`src/logic/flash_host_pkg.sv`:
```
package flash_host_pkg;
	// bus widths and array geometry
	localparam int ADDR_W       = 19;
	localparam int DATA_W       = 8;
	localparam int SECTOR_BITS  = 3;
	localparam int ARRAY_BYTES  = 524288;
	// command sequence addresses and data
	localparam logic [18:0] UNLOCK_ADDR1 = 19'h05555;
	localparam logic [18:0] UNLOCK_ADDR2 = 19'h02AAA;
	localparam logic [7:0]  UNLOCK_DATA1 = 8'hAA;
	localparam logic [7:0]  UNLOCK_DATA2 = 8'h55;
	localparam logic [7:0]  CMD_RESET    = 8'hF0;
	localparam logic [7:0]  CMD_IDENT    = 8'h90;
	localparam logic [7:0]  CMD_PROGRAM  = 8'hA0;
	localparam logic [7:0]  CMD_ERASE    = 8'h80;
	localparam logic [7:0]  CMD_CHIP     = 8'h10;
	localparam logic [7:0]  CMD_SECTOR   = 8'h30;
	localparam logic [7:0]  CMD_SUSPEND  = 8'hB0;
	localparam logic [7:0]  CMD_RESUME   = 8'h30;
	// identification readout address bits
	localparam logic [18:0] ID_MAKER_ADDR  = 19'h00000;
	localparam logic [18:0] ID_DEVICE_ADDR = 19'h00001;
	localparam logic [18:0] ID_PROT_ADDR   = 19'h00002;
	localparam int          TIMEOUT_BIT    = 5;
	// bus phase timing, 100 ns clock
	localparam int CLK_NS      = 100;
	localparam int ACCESS_NS   = 200;
	localparam int STROBE_NS   = 100;
	localparam int ACCESS_CYC  = (ACCESS_NS + CLK_NS - 1) / CLK_NS;
	localparam int STROBE_CYC  = (STROBE_NS + CLK_NS - 1) / CLK_NS;
	localparam logic [3:0] ACCESS_CNT = 4'(ACCESS_CYC);
	localparam logic [3:0] STROBE_CNT = 4'(STROBE_CYC);
	localparam logic [2:0] SEQ_LEN_ONE = 3'h1;

	// host operation codes
	typedef enum logic [2:0] {
		OP_READ, OP_RESET, OP_IDENT, OP_PROGRAM, OP_CHIP_ERASE,
		OP_SECTOR_ERASE, OP_SUSPEND, OP_RESUME
	} op_type;

	// one bus cycle of a sequence
	typedef struct packed {
		logic [18:0] addr;
		logic [7:0]  data;
	} bus_cycle_type;

	// pins toward the flash
	typedef struct packed {
		logic [18:0] addr;
		logic [7:0]  dq_out;
		logic        dq_oe_n;
		logic        chip_sel_n;
		logic        out_gate_n;
		logic        write_n;
		logic        id_level;
	} flash_pins_type;
endpackage : flash_host_pkg

```
`src/logic/flash_host.sv`:
```
`timescale 1ns/1ns
// Operation
// array is 524288 bytes, 19-bit byte address, 8-bit data.
// eight 64K sectors chosen by the top three address bits.
// read: chip select and output gate low, write strobe high.
// device floats data unless chip select and output gate both low.
// chip select high puts the device in standby.
// deselecting does not stop a running program or erase.
// high-voltage id level on bit 9 with bits 1 and 6 low gives id.
// id readout: bit 0 low maker code, bit 0 high device code.
// id codes also readable after command entry sequence.
// write: chip select low, gate high, pulse strobe low.
// device also accepts strobe held low with chip select pulsed.
// wrong or out-of-order write returns interpreter to read mode.
// command writes never touch array contents directly.
// interpreter starts program, erase, suspend and resume.
// device returns to read mode after program or erase.
// supply lockout aborts operation and returns to read mode.
// program and erase commands ignored while one runs.
// device powers up in read mode.
// sector erase supports suspend and resume.
// protected sectors reject program and erase.
// byte program: two unlocks, program command, address and data.
// chip erase: two unlocks, setup, two unlocks, erase command.
// programming a 1 over a 0 raises the timeout status bit.
// reset command sequence returns to read mode.
// device synchronises its pins and flags id level separately.
// next write after a sequence starts a new sequence.
module flash_host #(
	parameter int ADDR_W = flash_host_pkg::ADDR_W,
	parameter int DATA_W = flash_host_pkg::DATA_W
) (
	input  wire logic                       clk,
	input  wire logic                       reset_n,
	input  wire logic                       req_valid,
	output logic                            req_ready,
	input  wire flash_host_pkg::op_type     req_op,
	input  wire logic [ADDR_W-1:0]          req_addr,
	input  wire logic [DATA_W-1:0]          req_data,
	input  wire logic                       req_use_id_level,
	input  wire logic                       req_cs_strobe,
	output logic                            rsp_valid,
	output logic [DATA_W-1:0]               rsp_data,
	output logic                            rsp_timeout,
	output flash_host_pkg::flash_pins_type  pins,
	input  wire logic [DATA_W-1:0]          dq_in
);
	typedef enum {
		ST_IDLE, ST_SETUP, ST_STROBE, ST_HOLD, ST_READ, ST_DONE
	} state_type;

	// look up bus cycle idx of an operation's sequence
	function automatic flash_host_pkg::bus_cycle_type seq_cycle(
		input flash_host_pkg::op_type op,
		input logic [2:0]             idx,
		input logic [18:0]            addr,
		input logic [7:0]             data
	);
		flash_host_pkg::bus_cycle_type c;
		c = '{addr: flash_host_pkg::UNLOCK_ADDR1, data: flash_host_pkg::UNLOCK_DATA1};
		unique case (idx)
			3'h0: begin
				if (op == flash_host_pkg::OP_SUSPEND) begin
					c.data = flash_host_pkg::CMD_SUSPEND;
				end else if (op == flash_host_pkg::OP_RESUME) begin
					c.data = flash_host_pkg::CMD_RESUME;
				end
			end
			3'h1, 3'h4: begin
				c = '{addr: flash_host_pkg::UNLOCK_ADDR2, data: flash_host_pkg::UNLOCK_DATA2};
			end
			3'h2: begin
				unique case (op)
					flash_host_pkg::OP_RESET:   c.data = flash_host_pkg::CMD_RESET;
					flash_host_pkg::OP_IDENT:   c.data = flash_host_pkg::CMD_IDENT;
					flash_host_pkg::OP_PROGRAM: c.data = flash_host_pkg::CMD_PROGRAM;
					default:                    c.data = flash_host_pkg::CMD_ERASE;
				endcase
			end
			3'h3: begin
				if (op == flash_host_pkg::OP_PROGRAM) begin
					c = '{addr: addr, data: data};
				end
			end
			default: begin
				if (op == flash_host_pkg::OP_SECTOR_ERASE) begin
					c = '{addr: addr, data: flash_host_pkg::CMD_SECTOR};
				end else begin
					c.data = flash_host_pkg::CMD_CHIP;
				end
			end
		endcase
		return c;
	endfunction : seq_cycle

	// number of write cycles an operation takes
	function automatic logic [2:0] seq_len(input flash_host_pkg::op_type op);
		unique case (op)
			flash_host_pkg::OP_READ:    return 3'h0;
			flash_host_pkg::OP_SUSPEND,
			flash_host_pkg::OP_RESUME:  return flash_host_pkg::SEQ_LEN_ONE;
			flash_host_pkg::OP_RESET,
			flash_host_pkg::OP_IDENT:   return 3'h3;
			flash_host_pkg::OP_PROGRAM: return 3'h4;
			default:                    return 3'h6;
		endcase
	endfunction : seq_len

	state_type                      state_r, state_nxt;
	flash_host_pkg::op_type         op_r, op_nxt;
	logic [2:0]                     idx_r, idx_nxt;
	logic [3:0]                     cnt_r, cnt_nxt;
	logic [ADDR_W-1:0]              addr_r, addr_nxt;
	logic [DATA_W-1:0]              data_r, data_nxt;
	logic                           idl_r, idl_nxt;
	logic                           csw_r, csw_nxt;
	logic [DATA_W-1:0]              rdata_r, rdata_nxt;
	logic                           rvalid_r, rvalid_nxt;
	flash_host_pkg::flash_pins_type pins_r, pins_nxt;
	flash_host_pkg::bus_cycle_type  cyc;

	assign req_ready   = (state_r == ST_IDLE);
	assign rsp_valid   = rvalid_r;
	assign rsp_data    = rdata_r;
	assign rsp_timeout = rdata_r[flash_host_pkg::TIMEOUT_BIT];
	assign pins        = pins_r;
	assign cyc         = seq_cycle(op_r, idx_r, addr_r, data_r);

	// sequencer: one bus cycle at a time, idle pins park in standby
	always_comb begin
		state_nxt  = state_r;
		op_nxt     = op_r;
		idx_nxt    = idx_r;
		cnt_nxt    = cnt_r;
		addr_nxt   = addr_r;
		data_nxt   = data_r;
		idl_nxt    = idl_r;
		csw_nxt    = csw_r;
		rdata_nxt  = rdata_r;
		rvalid_nxt = 1'b0;
		pins_nxt   = pins_r;
		unique case (state_r)
			ST_IDLE: begin
				pins_nxt.chip_sel_n = 1'b1;
				pins_nxt.out_gate_n = 1'b1;
				pins_nxt.write_n    = 1'b1;
				pins_nxt.dq_oe_n    = 1'b1;
				pins_nxt.id_level   = 1'b0;
				if (req_valid) begin
					op_nxt   = req_op;
					addr_nxt = req_addr;
					data_nxt = req_data;
					idl_nxt  = req_use_id_level;
					csw_nxt  = req_cs_strobe;
					idx_nxt  = 3'h0;
					cnt_nxt  = flash_host_pkg::ACCESS_CNT;
					state_nxt = (seq_len(req_op) == 3'h0) ? ST_READ : ST_SETUP;
				end
			end
			ST_SETUP: begin
				// address and data out, gate high; strobe edge comes next
				pins_nxt.addr       = cyc.addr;
				pins_nxt.dq_out     = cyc.data;
				pins_nxt.dq_oe_n    = 1'b0;
				pins_nxt.out_gate_n = 1'b1;
				pins_nxt.chip_sel_n = csw_r;
				pins_nxt.write_n    = ~csw_r;
				cnt_nxt   = flash_host_pkg::STROBE_CNT;
				state_nxt = ST_STROBE;
			end
			ST_STROBE: begin
				pins_nxt.chip_sel_n = 1'b0;
				pins_nxt.write_n    = 1'b0;
				cnt_nxt = cnt_r - 4'h1;
				if (cnt_r == 4'h1) begin
					state_nxt = ST_HOLD;
				end
			end
			ST_HOLD: begin
				// rising edge latches data; only the strobing pin rises between cycles, so standby only in select strobe mode
				if (csw_r) begin
					pins_nxt.chip_sel_n = 1'b1;
				end else begin
					pins_nxt.write_n = 1'b1;
				end
				idx_nxt = idx_r + 3'h1;
				if (idx_r + 3'h1 == seq_len(op_r)) begin
					state_nxt = ST_DONE;
				end else begin
					state_nxt = ST_SETUP;
				end
			end
			ST_READ: begin
				// read or id readout with strobe high
				pins_nxt.addr       = addr_r;
				pins_nxt.dq_oe_n    = 1'b1;
				pins_nxt.write_n    = 1'b1;
				pins_nxt.chip_sel_n = 1'b0;
				pins_nxt.out_gate_n = 1'b0;
				pins_nxt.id_level   = idl_r;
				cnt_nxt = cnt_r - 4'h1;
				if (cnt_r == 4'h1) begin
					rdata_nxt  = dq_in;
					rvalid_nxt = 1'b1;
					state_nxt  = ST_DONE;
				end
			end
			default: begin
				// done: back to standby, ready for a new request
				pins_nxt.chip_sel_n = 1'b1;
				pins_nxt.out_gate_n = 1'b1;
				pins_nxt.write_n    = 1'b1;
				pins_nxt.dq_oe_n    = 1'b1;
				pins_nxt.id_level   = 1'b0;
				if (op_r != flash_host_pkg::OP_READ) begin
					rvalid_nxt = 1'b1;
					rdata_nxt  = '0;
				end
				state_nxt = ST_IDLE;
			end
		endcase
	end

	// registers; pins park in standby from reset
	always_ff @(posedge clk or negedge reset_n) begin
		if (!reset_n) begin
			state_r  <= ST_IDLE;
			op_r     <= flash_host_pkg::OP_READ;
			idx_r    <= 3'h0;
			cnt_r    <= 4'h0;
			addr_r   <= '0;
			data_r   <= '0;
			idl_r    <= 1'b0;
			csw_r    <= 1'b0;
			rdata_r  <= '0;
			rvalid_r <= 1'b0;
			pins_r   <= '{addr: 19'h00000, dq_out: 8'h00, dq_oe_n: 1'b1, chip_sel_n: 1'b1,
			              out_gate_n: 1'b1, write_n: 1'b1, id_level: 1'b0};
		end else begin
			state_r  <= state_nxt;
			op_r     <= op_nxt;
			idx_r    <= idx_nxt;
			cnt_r    <= cnt_nxt;
			addr_r   <= addr_nxt;
			data_r   <= data_nxt;
			idl_r    <= idl_nxt;
			csw_r    <= csw_nxt;
			rdata_r  <= rdata_nxt;
			rvalid_r <= rvalid_nxt;
			pins_r   <= pins_nxt;
		end
	end
endmodule : flash_host

```
`config.mk`:
```
export PLATFORM = sky130hd
export DESIGN_NAME = flash_host
export DESIGN_NICKNAME = d
export VERILOG_FILES = /design/src/logic/flash_host_pkg.sv /design/src/logic/flash_host.sv
export SDC_FILE = /design/constraint.sdc
export NUM_CORES = 1
export LEC_CHECK = 0
export BUFFER_PORTS_ARGS = -buffer_cell sky130_fd_sc_hd__buf_2
export CORE_MARGIN = 5
export CORE_UTILIZATION = 54
export CTS_CLUSTER_DIAMETER = 100
export CTS_CLUSTER_SIZE = 20
export DETAILED_ROUTE_END_ITERATION = 16
export PLACE_DENSITY = 0.91
export SLEW_MARGIN = 20
export SYNTH_ARGS = -nofsm -noshare
export SYNTH_HDL_FRONTEND = slang
export SYNTH_SLANG_ARGS = --single-unit
export TNS_END_PERCENT = 5
```
`constraint.sdc`:
```
create_clock -name clk -period 2.7 [get_ports clk]
set_clock_uncertainty 0.1 [all_clocks]
set_input_delay 0.27 -clock clk [delete_from_list [all_inputs] [get_ports clk]]
set_output_delay 0.27 -clock clk [all_outputs]
set_load 0.005 [all_outputs]
```
==> results of run 1 <==
[power breakdown]
group	total, mW	switching [mW]	leakage [nW]	internal, mW
registers	2.38	0.495	1.00	1.89
clock network	0.800	0.442	0.0863	0.358
logic	2.80	1.52	1.04	1.29
[flip-flops by register name (all words and copies together) (netlist names)]
name / flops
addr_r: 19
cnt_r: 4
csw_r: 1
data_r: 8
idl_r: 1
idx_r: 3
op_r: 3
pins: 32
rsp_data: 8
rsp_valid: 1
state_r: 3
[synth_stat cells (all sizes together) (2+ instances only)]
master / instances / share of area [%]
a2111oi: 2 / 0.44
a21oi: 20 / 2.8
a221oi: 4 / 1.0
a22o: 8 / 1.7
a31oi: 6 / 0.93
and2: 3 / 0.47
and3: 2 / 0.31
buf: 15 / 3.8
clkbuf: 9 / 0.84
dfrtp: 79 / 49
dfstp: 4 / 2.6
ha: 7 / 2.2
inv: 11 / 1.0
mux2: 33 / 9.3
nand2: 33 / 3.1
nand3: 14 / 2.1
nand3b: 3 / 0.56
nor2: 31 / 2.9
nor3: 5 / 0.75
nor3b: 2 / 0.37
nor4: 2 / 0.31
o211ai: 10 / 2.0
o21ai: 29 / 3.7
o21bai: 2 / 0.37
o221ai: 2 / 0.44
o22a: 4 / 0.87
o31a: 3 / 0.65
o31ai: 2 / 0.37
or2: 2 / 0.37
xnor2: 3 / 0.65
xor2: 2 / 0.44
[stage by stage]
step / total power [mW] / setup slack (ns) / cells
after floorplan: 4.361 / 0.6606 / 367
after global placement: 5.016 / 0.6088 / 535
after detailed placement: 5.174 / 0.5062 / 535
after CTS: 5.984 / 0.4897 / 551
after global routing: 6.454 / 0.2441 / 552
final: 5.986 / 0.4369 / 552
[placed cells by master, fill, tap and decap left out, drive strengths merged, types with 2 or more instances in the layout]
cell type / count
ha: 7
clkbuf: 12
o221ai: 2
nand2: 33
or2: 2
nor2: 31
o21ai: 29
a31oi: 6
nor3: 5
nand3b: 3
nand3: 14
o31a: 3
xor2: 2
clkinv: 3
inv: 11
a221oi: 4
o31ai: 2
a21oi: 20
and3: 2
mux2: 33
xnor2: 3
and2: 3
a2111oi: 2
dfstp: 4
o22a: 4
o21bai: 2
buf: 93
nor3b: 2
dfrtp: 79
a22o: 8
nor4: 2
o211ai: 10
[cell families after synthesis]
kind of cell / Yosys count
multiplexers: 33
AO/OA/AOI/OAI: 100
buffers and inverters: 35
flip-flops: 83
XOR/XNOR: 5
adder cells (fa/ha/maj): 7
AND/OR/NAND/NOR: 104
[repair_timing]
item / 4_1_cts / 5_1_grt
hold buffers: 0 / 1
hold endpoints to repair: 0 / 79
resized for setup: 0 / 0
[routing by layer]
metal	wire (microns)	up-vias	part of all wire [%]	global-route usage (%)
li1	-	1479	-	-
met3	795	21	8.5	7.428
met2	4755	157	51	35.65
met4	193	0	2.1	8.061
met5	0	-	0	0
met1	3563	1571	38	25.25
[worst paths after layout]
path,endpoint,slack [ns],cells after the start,startpoint
setup / recovery,pins[26],0.44,6,idx_r[2]
hold / removal,rsp_data[0],0.03,2,dq_in[0]
setup reg to reg,pins[26],0.44,6,idx_r[2]
hold reg to reg,pins[28],0.37,2,pins[28]
max in group asynchronous,pins[10],1.60,2,reset_n
min in group asynchronous,addr_r[8],0.41,2,reset_n
[final cells by class]
class / instances / share of cell area, %
sequential: 83 / 44.79
multi-input combinational: 249 / 36.90
timing repair buffer: 94 / 11.06
clock buffer: 12 / 3.122
tap: 99 / 2.665
inverter: 11 / 0.8883
clock inverter: 4 / 0.5653
==> results.py, run 1 <==
metrics = {
    "status": {
        "outcome": "completed",
    },
    "power_and_ir_drop": {
        "leakagePower_nw": 2.132,
        "power_per_cell_area_nw_per_um2": 1288,
        "peakVddDrop_uv": 546.0,
    },
    "detailed_routing": {
        "drt_initial_violations": 300,
        "detail_route.vias_per_cell": 5.848,
        "wl_per_cell_microns": 16.86,
        "antenna_left": 0,
        "via_count": 3228,
        "routed_wirelength_microns": 9308,
        "drt-pass1-iter-count": 5,
        "drt_drc_violations_left": 0,
    },
    "place": {
        "place.gp.congestion": 0.8759,
        "numPortBuffers": 85,
        "post_dp_cell_area_sq_um": 4463,
        "detailed_place_hpwl_microns": 6620,
    },
    "synthesis": {
        "number_of_flops_mapped_to_enable_cells_by_yosys": 0,
        "syn-mean-instance-area_sq_um": 10.96,
        "synth_compound_gate_area_share_pct": 17.44,
        "synth_cell_types": 58,
        "synth_top_family_by_area": "compound AO/OA/AOI/OAI gates",
        "synth_async_sr_flop_share_pct": 100.0,
        "synth_sequential_area_ratio_pct": 51.74,
        "synth_simple_gate_area_share_pct": 12.59,
        "syn_area_sq_um": 4024,
        "ys.warnings.count": 0,
        "post_synth_xor_area_fraction_pct": 1.088,
        "netlist_instances": 367,
        "synth_adder_area_share_pct": 2.177,
        "ys_ff_latch": 83,
        "synth.area.mux_share_pct": 9.328,
        "synth-main-ff-cell": "dfrtp_1",
        "synth_nets": 417,
    },
    "sta": {
        "setup_viol_count_final": 0,
        "drv_slew": 0,
        "rsz0062_at_grt": "false",
        "hold_viol": 0,
        "final.setup.tns_ns": 0,
        "tightestPinTransition_ns": 0.7215,
        "max-slew-margin-rel_pct": 51.90,
        "max_freq_mhz": 441.9,
        "finalWorstPathRequiredPeriod_ns": 2.263,
        "final.hold.worst_slack_ns": 0.02882,
        "post_route_fraction_of_the_period_consumed_by_the_critical_path_pct": 83.82,
    },
    "cells_and_area": {
        "num_antenna_cells": 0,
        "ratio_of_cells_with_drive_above_1_in_the_final_layout_pct": 32.89,
        "filler_cell_count": 573,
        "final-seq-area_sq_um": 2082,
        "final_core_utilization_pct": 64.08,
        "syn_to_final_growth_pct": 15.52,
        "design_area_sq_um": 4648,
        "finalNetCount": 498,
        "multiInputGateArea_sq_um": 1715,
    },
    "clock_tree": {
        "clock_tree.buffer_depth": 2,
        "cts.sink_count": 83,
        "ctsRootBufferMaster": "clkbuf_8",
        "clk_lat_worst_skew_ns": 0.36,
        "path_clk_slew_ns": 0.09,
        "post_cts.repair.setup_buffers": 0,
        "cts.htree.levels": 3,
        "cts_inserted_buffers": 9,
        "cts_tree": "yes",
    },
    "worst_setup_path": {
        "crit_path_start_kind": "register",
        "worstPathCellList": "inv_1 -> ha_1 -> nor2_1 -> and3b_1 -> o21ai_0 -> a221oi_2",
        "cp_top_family": "simple AND/OR/NAND/NOR gates",
        "crit_arrival_ns": 2.43,
        "critical_path.slowest_cell": "dfrtp_1",
        "endpoint_kind": "register",
        "critical_path_required_ns": 2.87,
        "worstSetupPathType": "reg -> reg",
        "critical_path.max_stage_delay_ns": 0.58,
        "critical_path_peak_fanout": 10,
        "crit_buf_inv": 1,
    },
    "global_route": {
        "gr-total-overflow": 0,
        "grt_pass1_vias": 3301,
        "wire_length_of_the_first_global_routing_pass_microns": 15290,
        "grt_use_total_pct": 21.32,
        "antenna_found_initial": 0,
        "largest_net_degree_at_the_start_of_global_routing": 84,
    },
    "hold_path": {
        "timing.hold.worst.class": "in -> reg",
    },
    "floorplanning": {
        "die_x_microns": 96.32,
        "core_area_sq_um": 7253,
        "die_area_sq_um": 9278,
        "std_cell_rows": 31,
        "floorplan.initialDensity_pct": 55.48,
        "die_height_microns": 96.32,
        "top_level_ports": 86,
    },
    "flow_run": {
        "max_cap_viol_count": 0,
    },
}
Note: power is estimated with default switching activity, not from simulation.
==> run 2, diff against run 1 <==
- CORE_UTILIZATION: 54 -> 49
- PLACE_DENSITY: 0.91 -> 0.88
- clock period: 2.7 -> 1.8 ns (I/O delays scaled with it)
==> run 2 against run 1 <==
  * Critical path depth unchanged
  * The flow now finishes with violations (setup timing)
  * Register-to-register slack worse by 0.56 ns
  * Sequential power up 47%
  * Wire length up 18%
  * Total power up 68%
  * Global-route usage up 0.82 points
  * Non-clock buffer count up 77
  * Hold slack better by 0.074 ns
  * Sequential share of layout area down 6.6 points
==> results.py, run 2 (synthesized netlist as in run 1, its figures left out) <==
metrics = {
    "status": {
        "outcome": "complete, but fails checks",
        "violations": "setup timing",
    },
    "sta": {
        "setup_viol_count_final": 16,
        "hold_viol": 0,
        "drv_slew": 0,
        "post_route_fraction_of_the_period_consumed_by_the_critical_path_pct": 107.0,
        "max-slew-margin-rel_pct": 63.93,
        "final_critical_path_setup_slack_ns": -0.1253,
        "final.setup.tns_ns": -1.129,
        "finalWorstPathRequiredPeriod_ns": 1.925,
        "max_freq_mhz": 519.4,
        "tightestPinTransition_ns": 0.5361,
        "rsz0062_at_grt": "true",
    },
    "cells_and_area": {
        "num_antenna_cells": 0,
        "ratio_of_cells_with_drive_above_1_in_the_final_layout_pct": 38.30,
        "layout.cells.most_common": "buf_2",
        "design_area_sq_um": 5460,
        "final_core_utilization_pct": 67.47,
        "syn_to_final_growth_pct": 35.70,
        "largest_register_ff_count": 32,
        "final_cell_count_no_fill": 635,
        "layout.cells.most_common_list": "buf_2, dfrtp_1, buf_4, dlygate4sd3_1, nand2_1",
        "filler_cell_count": 581,
        "finalNetCount": 575,
    },
    "place": {
        "dp_cells": 575,
        "detailed_place_hpwl_microns": 7383,
        "numPortBuffers": 85,
        "place.gp.congestion": 0.8733,
        "post_dp_cell_area_sq_um": 4781,
    },
    "global_route": {
        "grt_use_total_pct": 22.13,
        "gr-total-overflow": 0,
        "antenna_found_initial": 0,
        "wire_length_of_the_first_global_routing_pass_microns": 17770,
        "grt_pass1_vias": 3764,
        "largest_net_degree_at_the_start_of_global_routing": 46,
    },
    "clock_tree": {
        "ctsRootBufferMaster": "clkbuf_8",
        "cts.sink_count": 83,
        "cts_inserted_buffers": 9,
        "clk_lat_worst_skew_ns": 0.36,
        "path_clk_slew_ns": 0.09,
        "cts.htree.levels": 3,
        "clock_tree.buffer_depth": 2,
        "cts_tree": "yes",
    },
    "worst_setup_path": {
        "critical_path_required_ns": 1.94,
        "critical_path_peak_fanout": 8,
        "crit_arrival_ns": 2.06,
        "endpoint_kind": "register",
        "ff2ff_path_depth": 6,
        "critical_path.reg2reg.startpoint": "idx_r[0]",
        "worst_r2r_endpoint": "pins[27]",
        "crit_path_start_kind": "register",
        "worstSetupPathType": "reg -> reg",
        "timing.reg2reg.setup_slack_ns": -0.13,
    },
    "floorplanning": {
        "top_level_ports": 86,
        "die_height_microns": 100.6,
        "die_area_sq_um": 10120,
        "die_x_microns": 100.6,
        "core_area_sq_um": 8093,
        "floorplan.initialDensity_pct": 49.72,
        "std_cell_rows": 33,
    },
    "power_and_ir_drop": {
        "leakagePower_nw": 2.501,
        "comb_power_share_pct": 52.8,
        "seq_power_share_pct": 34.6,
        "peakVddDrop_uv": 765.9,
        "power_per_cell_area_nw_per_um2": 1846,
        "sw_frac_of_total_pct": 40.71,
        "cellInternalPower_mw": 5.977,
        "power.clock.fraction_pct": 12.6,
        "power_switching_mw": 4.104,
    },
    "detailed_routing": {
        "antenna_left": 0,
        "drt_initial_violations": 253,
        "wl_per_cell_microns": 17.30,
        "detail_route.vias_per_cell": 5.562,
        "drt-pass1-iter-count": 5,
        "via_count": 3532,
        "routed_wirelength_microns": 10980,
        "drt_drc_violations_left": 0,
    },
    "flow_run": {
        "max_cap_viol_count": 0,
    },
    "hold_path": {
        "timing.hold.worst.class": "in -> async",
    },
}
## run 2: changes by cell type in the layout (fill, tap and decap cells not counted), sizes merged
cell	before	now
inv	11	13
buf	93	130
clkbuf	12	10
dlygate4sd3	1	41
## run 2: what timing repair did
item	in CTS	in global routing
endpoints found under the hold margin	119	0
hold buffers	41	0
pin swaps	5	6
setup endpoints to repair	46	46
gates cloned	0	0
buffers inserted	1	2
resized for setup	10	9
## run 2: power groups by stage
| stage | clock [mW] | sequential, mW | combinational (mW) |
|---|---|---|---|
| after global placement | 0 | 3.40 | 4.70 |
| after CTS | 1.27 | 3.44 | 5.13 |
| after floorplan | 0 | 3.33 | 3.27 |
| final | 1.27 | 3.49 | 5.33 |
| after global routing | 1.36 | 3.60 | 5.85 |
| after detailed placement | 0 | 3.47 | 4.98 |
## run 2: cell type report
type / instances / area, sq um / area share (%)
clock buffer: 10 / 137.6 / 2.521
clock inverter: 6 / 47.55 / 0.8708
inverter: 11 / 41.29 / 0.7562
multi-input combinational: 249 / 1793 / 32.84
sequential: 83 / 2083 / 38.15
tap: 105 / 131.4 / 2.406
timing repair buffer: 171 / 1226 / 22.46
## run 2: critical path, stage by stage (launching register included)
cell      delay [ns]
dfrtp_2         0.45
inv_2           0.08
ha_4            0.16
mux2_4          0.29
or3_4           0.35
a21oi_4         0.26
o211ai_1        0.13
## run 2: worst max-delay path by stage
stage	start	end	slack, ns
finish	idx_r[0]	pins[27]	-0.13
CTS	idx_r[0]	pins[27]	-0.12
detailed placement	idx_r[1]	pins[27]	-0.19
global route	idx_r[1]	pins[14]	-0.21
global placement	idx_r[1]	pins[15]	-0.08
floorplan	idx_r[0]	pins[13]	-0.08
## run 2: layer usage
metal / track usage [%] / vias to the layer above / share of wire, %
met1: 25.72 / 1735 / 40
met4: 7.254 / 0 / 1.9
met5: 0 / - / 0
li1: - / 1633 / -
met3: 5.329 / 22 / 6.0
met2: 39.85 / 142 / 52
## run 2: metrics by stage
step	total power [mW]	hold WS [ns]	setup slack, ns
finish	10.08	0.1033	-0.1253
global placement	8.101	-0.05797	-0.07957
floorplan	6.603	-0.2156	-0.08110
global route	10.81	0.1220	-0.2139
CTS	9.836	0.1052	-0.1218
detailed placement	8.451	-0.05386	-0.1927
